[config.mk]
export PLATFORM = sky130hd
export DESIGN_NAME = dom_core
export DESIGN_NICKNAME = d
export VERILOG_FILES = /design/src/shared/dom_pkg.sv /design/src/dom_core.sv
export SDC_FILE = /design/constraint.sdc
export NUM_CORES = 1
export LEC_CHECK = 0
export BUFFER_PORTS_ARGS = -buffer_cell sky130_fd_sc_hd__buf_2
export CORE_ASPECT_RATIO = 0.9
export CORE_MARGIN = 4
export CORE_UTILIZATION = 45
export CTS_CLUSTER_DIAMETER = 40
export CTS_CLUSTER_SIZE = 14
export DETAILED_ROUTE_END_ITERATION = 12
export GPL_TIMING_DRIVEN = 0
export SLEW_MARGIN = 40
export SYNTH_ARGS = -nofsm -noshare
export SYNTH_HDL_FRONTEND = slang
export SYNTH_SLANG_ARGS = --single-unit
[constraint.sdc]
create_clock -name core_clk -period 2.5 [get_ports core_clk]
set_clock_uncertainty 0.15 [all_clocks]
set_input_delay 0.5 -clock core_clk [delete_from_list [all_inputs] [get_ports core_clk]]
set_output_delay 0.5 -clock core_clk [all_outputs]
set_load 0.01 [all_outputs]
[src/shared/dom_pkg.sv]
// Shared constants for the driver output and mode control block.
package dom_pkg;
	// Serial command word layout.
	localparam int          CMD_W         = 16;
	localparam int          CMD_CODE_HI   = 15;
	localparam int          CMD_CODE_LO   = 12;
	localparam int          BYTE_BITS     = 8;
	localparam logic [3:0]  CMD_OUTPUT    = 4'h1;
	localparam logic [3:0]  CMD_MODE      = 4'h2;
	localparam logic [3:0]  CMD_SPARK     = 4'h3;
	localparam logic [3:0]  CMD_DAC       = 4'h4;
	// Output command fields: injectors in bits 3..0, gate drivers in bits 7..4.
	localparam int          OUT_INJ_LO    = 0;
	localparam int          OUT_GATE_LO   = 4;
	// Mode select fields.
	localparam int          MODE_PWM_LO   = 0;
	localparam int          MODE_RETRY    = 6;
	localparam int          MODE_TEN      = 7;
	localparam int          MODE_GP_LO    = 8;
	// Spark command fields.
	localparam int          SPK_END_LO    = 0;
	localparam int          SPK_OSEC_LO   = 2;
	localparam int          SPK_CLAMP     = 4;
	localparam int          SPK_SOFT      = 5;
	localparam int          SPK_OVERLAP   = 6;
	localparam int          SPK_DWELL_LO  = 7;
	// Threshold command fields.
	localparam int          DAC_MAX_LO    = 0;
	localparam int          DAC_NOM_LO    = 4;
	localparam int          DAC_OPEN_LO   = 8;
	// Reset values.
	localparam logic [1:0]  END_SPARK_RST = 2'b01;   // Supply plus 5.5 V.
	localparam logic [1:0]  OPEN_SEC_RST  = 2'b11;   // 100 us.
	localparam logic [1:0]  DWELL_RST     = 2'b11;   // 32 ms.
	localparam logic [3:0]  MAX_CUR_RST   = 4'h7;    // 14 A.
	localparam logic [3:0]  NOM_CUR_RST   = 4'h3;    // 5.5 A.
	localparam logic [3:0]  OPEN_LD_RST   = 4'hf;    // Off-state open-load checks on.
	localparam logic [7:0]  SPI_CNT_SAT   = 8'hff;
	// Supply states.
	typedef enum logic [1:0] {
		DOM_SLEEP  = 2'b00,
		DOM_POR    = 2'b01,
		DOM_NORMAL = 2'b10
	} dom_state_t;
endpackage

[src/dom_core.sv]
// Output control, mode selection and serial command port of the eight-channel driver.
`timescale 1ns/1ps

// Behaviour
// Each parallel pin ORs with its serial command bit to form the on command.
// A high output-disable input holds every output off.
// Serial port keeps taking commands and returning status while outputs are disabled.
// Releasing output-disable lets outputs follow current commands and pins.
// Logic supply loss means sleep, outputs off; its return gives power-on reset.
// Reset: outputs off, ignition mode, PWM off, open-load detection on.
// Reset: max current 14 A, nominal 5.5 A, spark level supply plus 5.5 V.
// Reset: open secondary timer 100 us, dwell timer 32 ms.
// Reset: soft shutdown, low-voltage clamp and overlap offset disabled.
// In normal state each gate driver mode is set separately by mode select.
// Mode bits 8..11 select gate drivers 0..3; 1 is general purpose.
// General-purpose drivers lose ignition features but keep max-current shutdown.
// Ten-cylinder bit turns both current flag pins into inputs.
// Ten-cylinder: max pin stops drivers 0 and 2, nominal pin 1 and 3.
// Battery over or undervoltage turns every output off.
// Retry bit 1: outputs stay off after recovery until command re-asserted.
// Retry bit 0: outputs resume from current pin, serial bit and disable.
// Ignition-mode gates follow only their pin; general-purpose gates use both.
// Logic supply undervoltage switches outputs off and resets all control registers.
// Mode bits 0..3 enable PWM of gates 0..3, only in general purpose.
// A driver's PWM starts or stops as its enable bit is set or cleared.
// A command applies on chip select rise after 16 bits or more multiples of eight; the saturating counter refuses frames of 256 bits or more.
// Sample input on clock rise, shift output on fall, MSB first.
module dom_core (
	input  wire logic                  core_clk,
	input  wire logic                  reset_n,
	input  wire logic                  logic_supply_ok,
	input  wire logic                  battery_overvoltage,
	input  wire logic                  battery_undervoltage,
	input  wire logic                  output_disable_n,
	input  wire logic [3:0]            injector_command_pins,
	input  wire logic [3:0]            gate_command_pins,
	input  wire logic [3:0]            pwm_wave,
	input  wire logic                  max_current_cmp,
	input  wire logic                  nominal_current_cmp,
	input  wire logic                  max_current_flag_in,
	output logic                       max_current_flag_out,
	output logic                       max_current_flag_oe,
	input  wire logic                  nominal_current_flag_in,
	output logic                       nominal_current_flag_out,
	output logic                       nominal_current_flag_oe,
	input  wire logic                  spi_sclk,
	input  wire logic                  spi_cs_n,
	input  wire logic                  spi_si,
	output logic                       spi_so,
	output logic                       spi_so_oe,
	output logic [3:0]                 injector_outputs,
	output logic [3:0]                 gate_driver_outputs,
	output logic [3:0]                 general_purpose_gate_mode,
	output logic                       ten_cylinder_mode,
	output logic [3:0]                 pwm_enable,
	output logic [3:0]                 ignition_feature_enable,
	output logic [1:0]                 end_spark_level,
	output logic [1:0]                 open_secondary_time,
	output logic [1:0]                 dwell_time,
	output logic                       soft_shutdown_enable,
	output logic                       low_voltage_clamp_enable,
	output logic                       overlap_offset_enable,
	output logic [3:0]                 max_current_level,
	output logic [3:0]                 nominal_current_level,
	output logic [3:0]                 open_load_enable,
	output dom_pkg::dom_state_t        supply_state
);
	import dom_pkg::*;

	localparam int SYNC_W = 20;
	localparam logic [SYNC_W-1:0] SYNC_RST = 20'h00004; // Chip select idles high, so no false select after reset.

	// Two-stage synchronisers for every pin but reset_n and pwm_wave; only stage two is read by logic.
	logic [SYNC_W-1:0] sync_a;
	logic [SYNC_W-1:0] sync_b;
	logic [SYNC_W-1:0] raw_pins;

	assign raw_pins = {logic_supply_ok, battery_overvoltage, battery_undervoltage, output_disable_n,
		injector_command_pins, gate_command_pins, max_current_cmp, nominal_current_cmp,
		max_current_flag_in, nominal_current_flag_in, spi_sclk, spi_cs_n, spi_si, 1'b0};

	always_ff @(posedge core_clk or negedge reset_n) begin
		if (!reset_n) begin
			sync_a <= SYNC_RST;
			sync_b <= SYNC_RST;
		end else begin
			sync_a <= raw_pins;
			sync_b <= sync_a;
		end
	end

	logic       s_supply;
	logic       s_ov;
	logic       s_uv;
	logic       s_disable;
	logic [3:0] s_inj_pin;
	logic [3:0] s_gate_pin;
	logic       s_max_cmp;
	logic       s_nom_cmp;
	logic       s_max_in;
	logic       s_nom_in;
	logic       s_sclk;
	logic       s_cs_n;
	logic       s_si;
	logic       unused_bit;

	assign {s_supply, s_ov, s_uv, s_disable, s_inj_pin, s_gate_pin, s_max_cmp, s_nom_cmp,
		s_max_in, s_nom_in, s_sclk, s_cs_n, s_si, unused_bit} = sync_b;

	// Supply state: sleep while the logic supply is missing, one POR cycle on its return.
	dom_state_t state;
	dom_state_t next_state;

	always_comb begin
		next_state = state;
		unique case (state)
			DOM_SLEEP:  next_state = s_supply ? DOM_POR : DOM_SLEEP;
			DOM_POR:    next_state = s_supply ? DOM_NORMAL : DOM_SLEEP;
			DOM_NORMAL: next_state = s_supply ? DOM_NORMAL : DOM_SLEEP;
			default:    next_state = DOM_SLEEP;
		endcase
	end

	always_ff @(posedge core_clk or negedge reset_n) begin
		if (!reset_n) begin
			state <= DOM_SLEEP;
		end else begin
			state <= next_state;
		end
	end

	// Control registers are cleared by reset and held cleared outside normal state.
	logic regs_clear;
	assign regs_clear = (state != DOM_NORMAL);

	// Serial port: edges are found from stage two and a delayed copy of it.
	logic       sclk_d;
	logic       cs_d;
	logic       sclk_rise;
	logic       sclk_fall;
	logic       cs_fall;
	logic       cs_rise;
	logic [CMD_W-1:0] rx_shift;
	logic [CMD_W-1:0] tx_shift;
	logic [7:0] bit_cnt;
	logic [CMD_W-1:0] next_rx_shift;
	logic [CMD_W-1:0] next_tx_shift;
	logic [7:0] next_bit_cnt;
	logic       next_so;
	logic       next_so_oe;
	logic       cmd_valid;
	logic [CMD_W-1:0] status_word;

	assign sclk_rise = s_sclk & ~sclk_d;
	assign sclk_fall = ~s_sclk & sclk_d;
	assign cs_fall   = ~s_cs_n & cs_d;
	assign cs_rise   = s_cs_n & ~cs_d;
	// Only whole words of 16 to 248 bits in steps of eight count.
	assign cmd_valid = cs_rise && (bit_cnt >= 8'(CMD_W)) && (bit_cnt[2:0] == 3'h0) && (bit_cnt != SPI_CNT_SAT);

	// Shift logic runs regardless of the disable pin, so status stays readable.
	always_comb begin
		next_rx_shift = rx_shift;
		next_tx_shift = tx_shift;
		next_bit_cnt  = bit_cnt;
		next_so       = spi_so;
		next_so_oe    = ~s_cs_n;
		if (cs_fall) begin
			next_tx_shift = status_word;
			next_bit_cnt  = 8'h00;
			next_so       = status_word[CMD_W-1];
		end else if (!s_cs_n) begin
			if (sclk_rise) begin
				next_rx_shift = {rx_shift[CMD_W-2:0], s_si};
				if (bit_cnt != SPI_CNT_SAT) begin
					next_bit_cnt = bit_cnt + 8'h01;
				end
			end
			if (sclk_fall) begin
				next_tx_shift = {tx_shift[CMD_W-2:0], 1'b0};
				next_so       = tx_shift[CMD_W-2];
			end
		end
	end

	always_ff @(posedge core_clk or negedge reset_n) begin
		if (!reset_n) begin
			sclk_d   <= 1'b0;
			cs_d     <= 1'b1;
			rx_shift <= '0;
			tx_shift <= '0;
			bit_cnt  <= 8'h00;
			spi_so   <= 1'b0;
			spi_so_oe <= 1'b0;
		end else begin
			sclk_d   <= s_sclk;
			cs_d     <= s_cs_n;
			rx_shift <= next_rx_shift;
			tx_shift <= next_tx_shift;
			bit_cnt  <= next_bit_cnt;
			spi_so   <= next_so;
			spi_so_oe <= next_so_oe;
		end
	end

	// Command registers, loaded only when a valid word ends in normal state.
	logic [7:0] serial_on;
	logic       retry_hold_mode;
	logic [7:0] next_serial_on;
	logic [3:0] next_gp_mode;
	logic [3:0] next_pwm_en;
	logic       next_ten;
	logic       next_retry;
	logic [1:0] next_end_spark;
	logic [1:0] next_open_sec;
	logic [1:0] next_dwell;
	logic       next_soft;
	logic       next_clamp;
	logic       next_overlap;
	logic [3:0] next_max_lvl;
	logic [3:0] next_nom_lvl;
	logic [3:0] next_open_ld;
	logic [3:0] pwm_en;
	logic [3:0] cmd_code;

	assign cmd_code = rx_shift[CMD_CODE_HI:CMD_CODE_LO];

	always_comb begin
		next_serial_on = serial_on;
		next_gp_mode   = general_purpose_gate_mode;
		next_pwm_en    = pwm_en;
		next_ten       = ten_cylinder_mode;
		next_retry     = retry_hold_mode;
		next_end_spark = end_spark_level;
		next_open_sec  = open_secondary_time;
		next_dwell     = dwell_time;
		next_soft      = soft_shutdown_enable;
		next_clamp     = low_voltage_clamp_enable;
		next_overlap   = overlap_offset_enable;
		next_max_lvl   = max_current_level;
		next_nom_lvl   = nominal_current_level;
		next_open_ld   = open_load_enable;
		if (regs_clear) begin
			// Same values as the asynchronous reset below.
			next_serial_on = 8'h00;
			next_gp_mode   = 4'h0;
			next_pwm_en    = 4'h0;
			next_ten       = 1'b0;
			next_retry     = 1'b0;
			next_end_spark = END_SPARK_RST;
			next_open_sec  = OPEN_SEC_RST;
			next_dwell     = DWELL_RST;
			next_soft      = 1'b0;
			next_clamp     = 1'b0;
			next_overlap   = 1'b0;
			next_max_lvl   = MAX_CUR_RST;
			next_nom_lvl   = NOM_CUR_RST;
			next_open_ld   = OPEN_LD_RST;
		end else if (cmd_valid) begin
			unique case (cmd_code)
				CMD_OUTPUT: begin
					next_serial_on = rx_shift[7:0];
				end
				CMD_MODE: begin
					next_gp_mode = rx_shift[MODE_GP_LO +: 4];
					next_pwm_en  = rx_shift[MODE_PWM_LO +: 4];
					next_ten     = rx_shift[MODE_TEN];
					next_retry   = rx_shift[MODE_RETRY];
				end
				CMD_SPARK: begin
					next_end_spark = rx_shift[SPK_END_LO +: 2];
					next_open_sec  = rx_shift[SPK_OSEC_LO +: 2];
					next_dwell     = rx_shift[SPK_DWELL_LO +: 2];
					next_clamp     = rx_shift[SPK_CLAMP];
					next_soft      = rx_shift[SPK_SOFT];
					next_overlap   = rx_shift[SPK_OVERLAP];
				end
				CMD_DAC: begin
					next_max_lvl = rx_shift[DAC_MAX_LO +: 4];
					next_nom_lvl = rx_shift[DAC_NOM_LO +: 4];
					next_open_ld = rx_shift[DAC_OPEN_LO +: 4];
				end
				default: begin
					// Unknown command codes are ignored.
					next_serial_on = serial_on;
				end
			endcase
		end
	end

	always_ff @(posedge core_clk or negedge reset_n) begin
		if (!reset_n) begin
			serial_on                 <= 8'h00;
			general_purpose_gate_mode <= 4'h0;
			pwm_en                    <= 4'h0;
			ten_cylinder_mode         <= 1'b0;
			retry_hold_mode           <= 1'b0;
			end_spark_level           <= END_SPARK_RST;
			open_secondary_time       <= OPEN_SEC_RST;
			dwell_time                <= DWELL_RST;
			soft_shutdown_enable      <= 1'b0;
			low_voltage_clamp_enable  <= 1'b0;
			overlap_offset_enable     <= 1'b0;
			max_current_level         <= MAX_CUR_RST;
			nominal_current_level     <= NOM_CUR_RST;
			open_load_enable          <= OPEN_LD_RST;
		end else begin
			serial_on                 <= next_serial_on;
			general_purpose_gate_mode <= next_gp_mode;
			pwm_en                    <= next_pwm_en;
			ten_cylinder_mode         <= next_ten;
			retry_hold_mode           <= next_retry;
			end_spark_level           <= next_end_spark;
			open_secondary_time       <= next_open_sec;
			dwell_time                <= next_dwell;
			soft_shutdown_enable      <= next_soft;
			low_voltage_clamp_enable  <= next_clamp;
			overlap_offset_enable     <= next_overlap;
			max_current_level         <= next_max_lvl;
			nominal_current_level     <= next_nom_lvl;
			open_load_enable          <= next_open_ld;
		end
	end

	// Configuration seen by the ignition and PWM logic outside this block.
	assign pwm_enable              = pwm_en & general_purpose_gate_mode;
	assign ignition_feature_enable = ~general_purpose_gate_mode;

	// Per-output requests; index 3..0 injectors, 7..4 gate drivers.
	logic [7:0] request;
	logic [3:0] gate_req;
	logic [3:0] trip_src;
	logic [3:0] trip_latch;
	logic [7:0] volt_hold;
	logic [3:0] next_trip_latch;
	logic [7:0] next_volt_hold;
	logic [7:0] next_outputs;
	logic       volt_fault;

	assign volt_fault = s_ov | s_uv;

	// Ignition-mode gates ignore the serial bit; general-purpose gates add it and the PWM wave.
	always_comb begin
		for (int g = 0; g < 4; g++) begin
			gate_req[g] = s_gate_pin[g] | (general_purpose_gate_mode[g] &
				(serial_on[OUT_GATE_LO+g] | (pwm_enable[g] & pwm_wave[g])));
			// Both modes keep the current shutdown; ten-cylinder takes it from the flag pins.
			if (ten_cylinder_mode) begin
				trip_src[g] = g[0] ? s_nom_in : s_max_in;
			end else begin
				trip_src[g] = s_max_cmp;
			end
		end
	end

	assign request = {gate_req, s_inj_pin | serial_on[OUT_INJ_LO +: 4]};

	// Latches hold an output off until its command is dropped; a new trip beats the release.
	always_comb begin
		next_trip_latch = trip_latch;
		next_volt_hold  = volt_hold;
		for (int g = 0; g < 4; g++) begin
			if (trip_src[g] && gate_req[g]) begin
				next_trip_latch[g] = 1'b1;
			end else if (!gate_req[g]) begin
				next_trip_latch[g] = 1'b0;
			end
		end
		for (int i = 0; i < 8; i++) begin
			if (volt_fault && retry_hold_mode) begin
				next_volt_hold[i] = 1'b1;
			end else if (!request[i]) begin
				next_volt_hold[i] = 1'b0;
			end
		end
		if (regs_clear) begin
			next_trip_latch = 4'h0;
			next_volt_hold  = 8'h00;
		end
		// Disable pin high means outputs off; registers above keep their contents.
		if (regs_clear || s_disable || volt_fault) begin
			next_outputs = 8'h00;
		end else begin
			next_outputs = request & ~volt_hold & ~{next_trip_latch, 4'h0};
		end
	end

	always_ff @(posedge core_clk or negedge reset_n) begin
		if (!reset_n) begin
			trip_latch          <= 4'h0;
			volt_hold           <= 8'h00;
			injector_outputs    <= 4'h0;
			gate_driver_outputs <= 4'h0;
		end else begin
			trip_latch          <= next_trip_latch;
			volt_hold           <= next_volt_hold;
			injector_outputs    <= next_outputs[3:0];
			gate_driver_outputs <= next_outputs[7:4];
		end
	end

	// Flag pins stop driving in ten-cylinder mode and become shutdown inputs.
	always_ff @(posedge core_clk or negedge reset_n) begin
		if (!reset_n) begin
			max_current_flag_out     <= 1'b0;
			nominal_current_flag_out <= 1'b0;
			max_current_flag_oe      <= 1'b0;
			nominal_current_flag_oe  <= 1'b0;
		end else begin
			max_current_flag_out     <= s_max_cmp;
			nominal_current_flag_out <= s_nom_cmp;
			max_current_flag_oe      <= ~ten_cylinder_mode & ~regs_clear;
			nominal_current_flag_oe  <= ~ten_cylinder_mode & ~regs_clear;
		end
	end

	assign status_word  = {trip_latch, volt_hold, volt_fault, ten_cylinder_mode, state};
	assign supply_state = state;
endmodule

==> reports/qor.yml <==
status:
  status: "completed"
clock_tree:
  cts_root_buf: "clkbuf_16"
  clk_pin_slew_ns: 0.06
  cts_tree: "yes"
  cts.sinks: 145
  cts-buffers-inserted: 17
  cts_setup_buffers: 0
  clkLatencyLatePin_ns: 0.42
  htreeDepth: 4
  clk_path_buf_depth: 2
worst_hold_path:
  hold_class: "in -> reg"
floorplanning:
  die_h_um: 117
  die_w_um: 129
  start_util: 0.463
  pin_count: 75
  placementRows: 39
  coreArea_um2: 12800
  dieArea_um2: 15000
drt:
  drt_iter0_markers: 182
  vias: 3742
  avgViaCountPerCell: 5.18
  drt_pass1_iterations: 4
  drcViolationCount: 0
  wl_per_cell_um: 17.7
  ant_nets: 0
  wirelength_mm: 12.8
logic_synthesis:
  synth-main-ff-cell: "dfrtp_1"
  synthCells: 450
  synth_top_area_cell: "dfrtp_1"
  avgSynthCellArea_um2: 13.1
  ys_ff_latch: 145
  synth-edff-count: 0
  async_flop_share: 1.00
  synth_nets: 480
  syn_area_um2: 5920
  ys_seq_area_frac: 0.617
  yosysTopAreaCellShare: 0.541
  synth_area_leaders: "dfrtp_1, dfstp_2, mux2i_1, mux2_1, nand2_1"
  ys_types: 47
  yosys_warnings: 0
place:
  dp_hpwl_mm: 9.03
  place_congestion: 0.823
  io_buffers: 74
power_and_ir_drop:
  leakagePower_uw: 0.00349
  p_per_area_nw_per_um2: 781
  total_power_uw: 5610
  ir_drop_mv: 0.519
global_route:
  grt_pass1_wl_mm: 21.0
  grt_overflow: 0
  antenna_found_initial: 0
  grt_util_all_layers: 0.186
  first_global_vias: 3887
  grt_max_degree: 57
timing:
  setup_viol: 0
  slew-limit-headroom: 0.559
  tightestPinTransition_ns: 0.659
  rsz0062_at_grt: "yes"
  hold_viol_final: 0
  max_freq_mhz: 422
  holdWs_ns: 0.0251
  fin_crit_sh: 0.948
  slew_viol_final: 0
  period_minus_slack_ns: 2.37
critical_path:
  endpoint_kind: "register"
  critPathLaunchType: "register"
  arrival_ns: 2.50
  crit_type: "reg -> reg"
  crit_chain: "inv_1 > ha_1 > buf_2 > nand3b_1 > a2111oi_0"
  crit_fanout: 10
  slowest_stage: "a2111oi_0"
  slowest_delay_ns: 0.54
  cp.required_ns: 2.63
layout:
  syn_to_final_growth_pct: 21.4
  nNetsFinal: 576
  fillers: 1092
  drive_above_1_share: 0.309
  diodes: 0
  register_area_um2: 3650
  multiInputGateArea_um2: 2060
run:
  cap_violations: 0
cell usage in the layout (no fill, tap or decap), types with 6 or more instances in the layout:
cell,n
dfrtp_1,128
buf_2,78
nand2_1,55
mux2i_1,35
mux2_1,31
inv_1,22
clkbuf_16,17
dfstp_2,17
mux2_2,14
nand2b_1,12
o21ai_1,10
and2_1,9
a21oi_1,7
nor2_1,6
nor3_1,6
nor4_1,6
a31oi_1,6
nand4_1,6
o211ai_2,6
cell type report:
type,instances,area share
clock inverter,10,0.0171
sequential,145,0.508
inverter,22,0.0115
tap,164,0.0286
buffer,19,0.0185
clock buffer,22,0.0674
timing repair buffer,77,0.0620
multi-input combinational,264,0.287
path summary, 6_finish.rpt:
check | end | from | slack [ns] | depth (start not counted)
setup reg to reg | gate_driver_outputs[1] | supply_state[0] | 0.13 | 5
min in group asynchronous | bit_cnt[7] | reset_n | 0.41 | 2
setup / recovery | gate_driver_outputs[1] | supply_state[0] | 0.13 | 5
max in group asynchronous | open_load_enable[0] | reset_n | 1.17 | 3
hold reg to reg | sync_b[6] | sync_a[6] | 0.20 | 0
hold / removal | sync_a[11] | gate_command_pins[3] | 0.03 | 1
registers in the layout (all words and copies together) (netlist names), 2 cells and up:
register / count
bit_cnt: 8
dwell_time: 2
end_spark_level: 2
gate_driver_outputs: 4
general_purpose_gate_mode: 4
injector_outputs: 4
max_current_level: 4
nominal_current_level: 4
open_load_enable: 4
open_secondary_time: 2
pwm_en: 4
rx_shift: 16
serial_on: 8
supply_state: 2
sync_a: 19
sync_b: 19
trip_latch: 4
tx_shift: 15
volt_hold: 8
synth_stat cells (all sizes together), types with 2 or more instances:
cell     instances
o21ba            4
and4             2
and3             2
dfrtp          128
o21ai           10
nor3             6
inv             22
a21oi            7
o211ai           6
a2111oi          4
mux2i           35
clkbuf           5
ha               5
o2bb2ai          4
nor2b            4
nand4            6
dfstp           17
a31oi            6
nor2             7
nand4bb          2
nor4             7
and2             9
buf             14
nand2b          12
nor4b            4
nand3            5
and4bb           2
a211oi           4
mux2            45
nand2           55
layer usage:
layer  global-route usage  vias to the layer above  share of wire
li1                     -                     1781              -
met3               0.0585                       13          0.046
met5                    0                        -              0
met1                0.266                     1868           0.49
met4               0.0574                        0         0.0098
met2                0.273                       80           0.45
worst max-delay path: cells and delay by family (launching register included):
family | cells | cell delay [ns]
AOI/OAI and AO/OA | 1 | 0.54
adders and majority gates | 1 | 0.35
buffers and inverters | 2 | 0.43
DFF | 1 | 0.39
and+or+nand+nor | 1 | 0.36
cells by family (layout without fill, tap and decap cells):
| family | after synthesis | in the layout | share of synthesized area |
|---|---|---|---|
| muxes | 80 | 80 | 0.145 |
| DFF | 145 | 145 | 0.617 |
| AOI/OAI and AO/OA | 51 | 51 | 0.0651 |
| buffers and inverters | 41 | 150 | 0.0360 |
| adders and majority gates | 5 | 5 | 0.0106 |
| and+or+nand+nor | 128 | 128 | 0.126 |
report_power, final:
group	switching (µW)	internal (µW)
registers	92.8	2490
logic	274	192
clock network	985	1580
total	1350	4260
through the flow:
| stage | TNS (ns) | instances | setup WS (ns) | instance area (µm²) | util |
|---|---|---|---|---|---|
| 2_1_floorplan | 0 | 450 | 0.633 | 5920 | - |
| 3_3_place_gp | -164.01 | 688 | -1.24 | 6490 | 0.508 |
| 3_5_place_dp | 0 | 690 | 0.0658 | 6560 | 0.513 |
| 4_1_cts | 0 | 723 | 0.00376 | 7170 | 0.561 |
| 5_1_grt | -0.00915 | 723 | -0.00673 | 7180 | 0.562 |
| 6_report | 0 | 723 | 0.130 | 7180 | 0.562 |
repair_timing:
item,4_1_cts,5_1_grt
endpoints found under the hold margin,37,0
resized for setup,0,6
hold buffers,1,0
endpoints found under the setup margin,0,4
No activity file was read; power rests on OpenSTA's default activity.
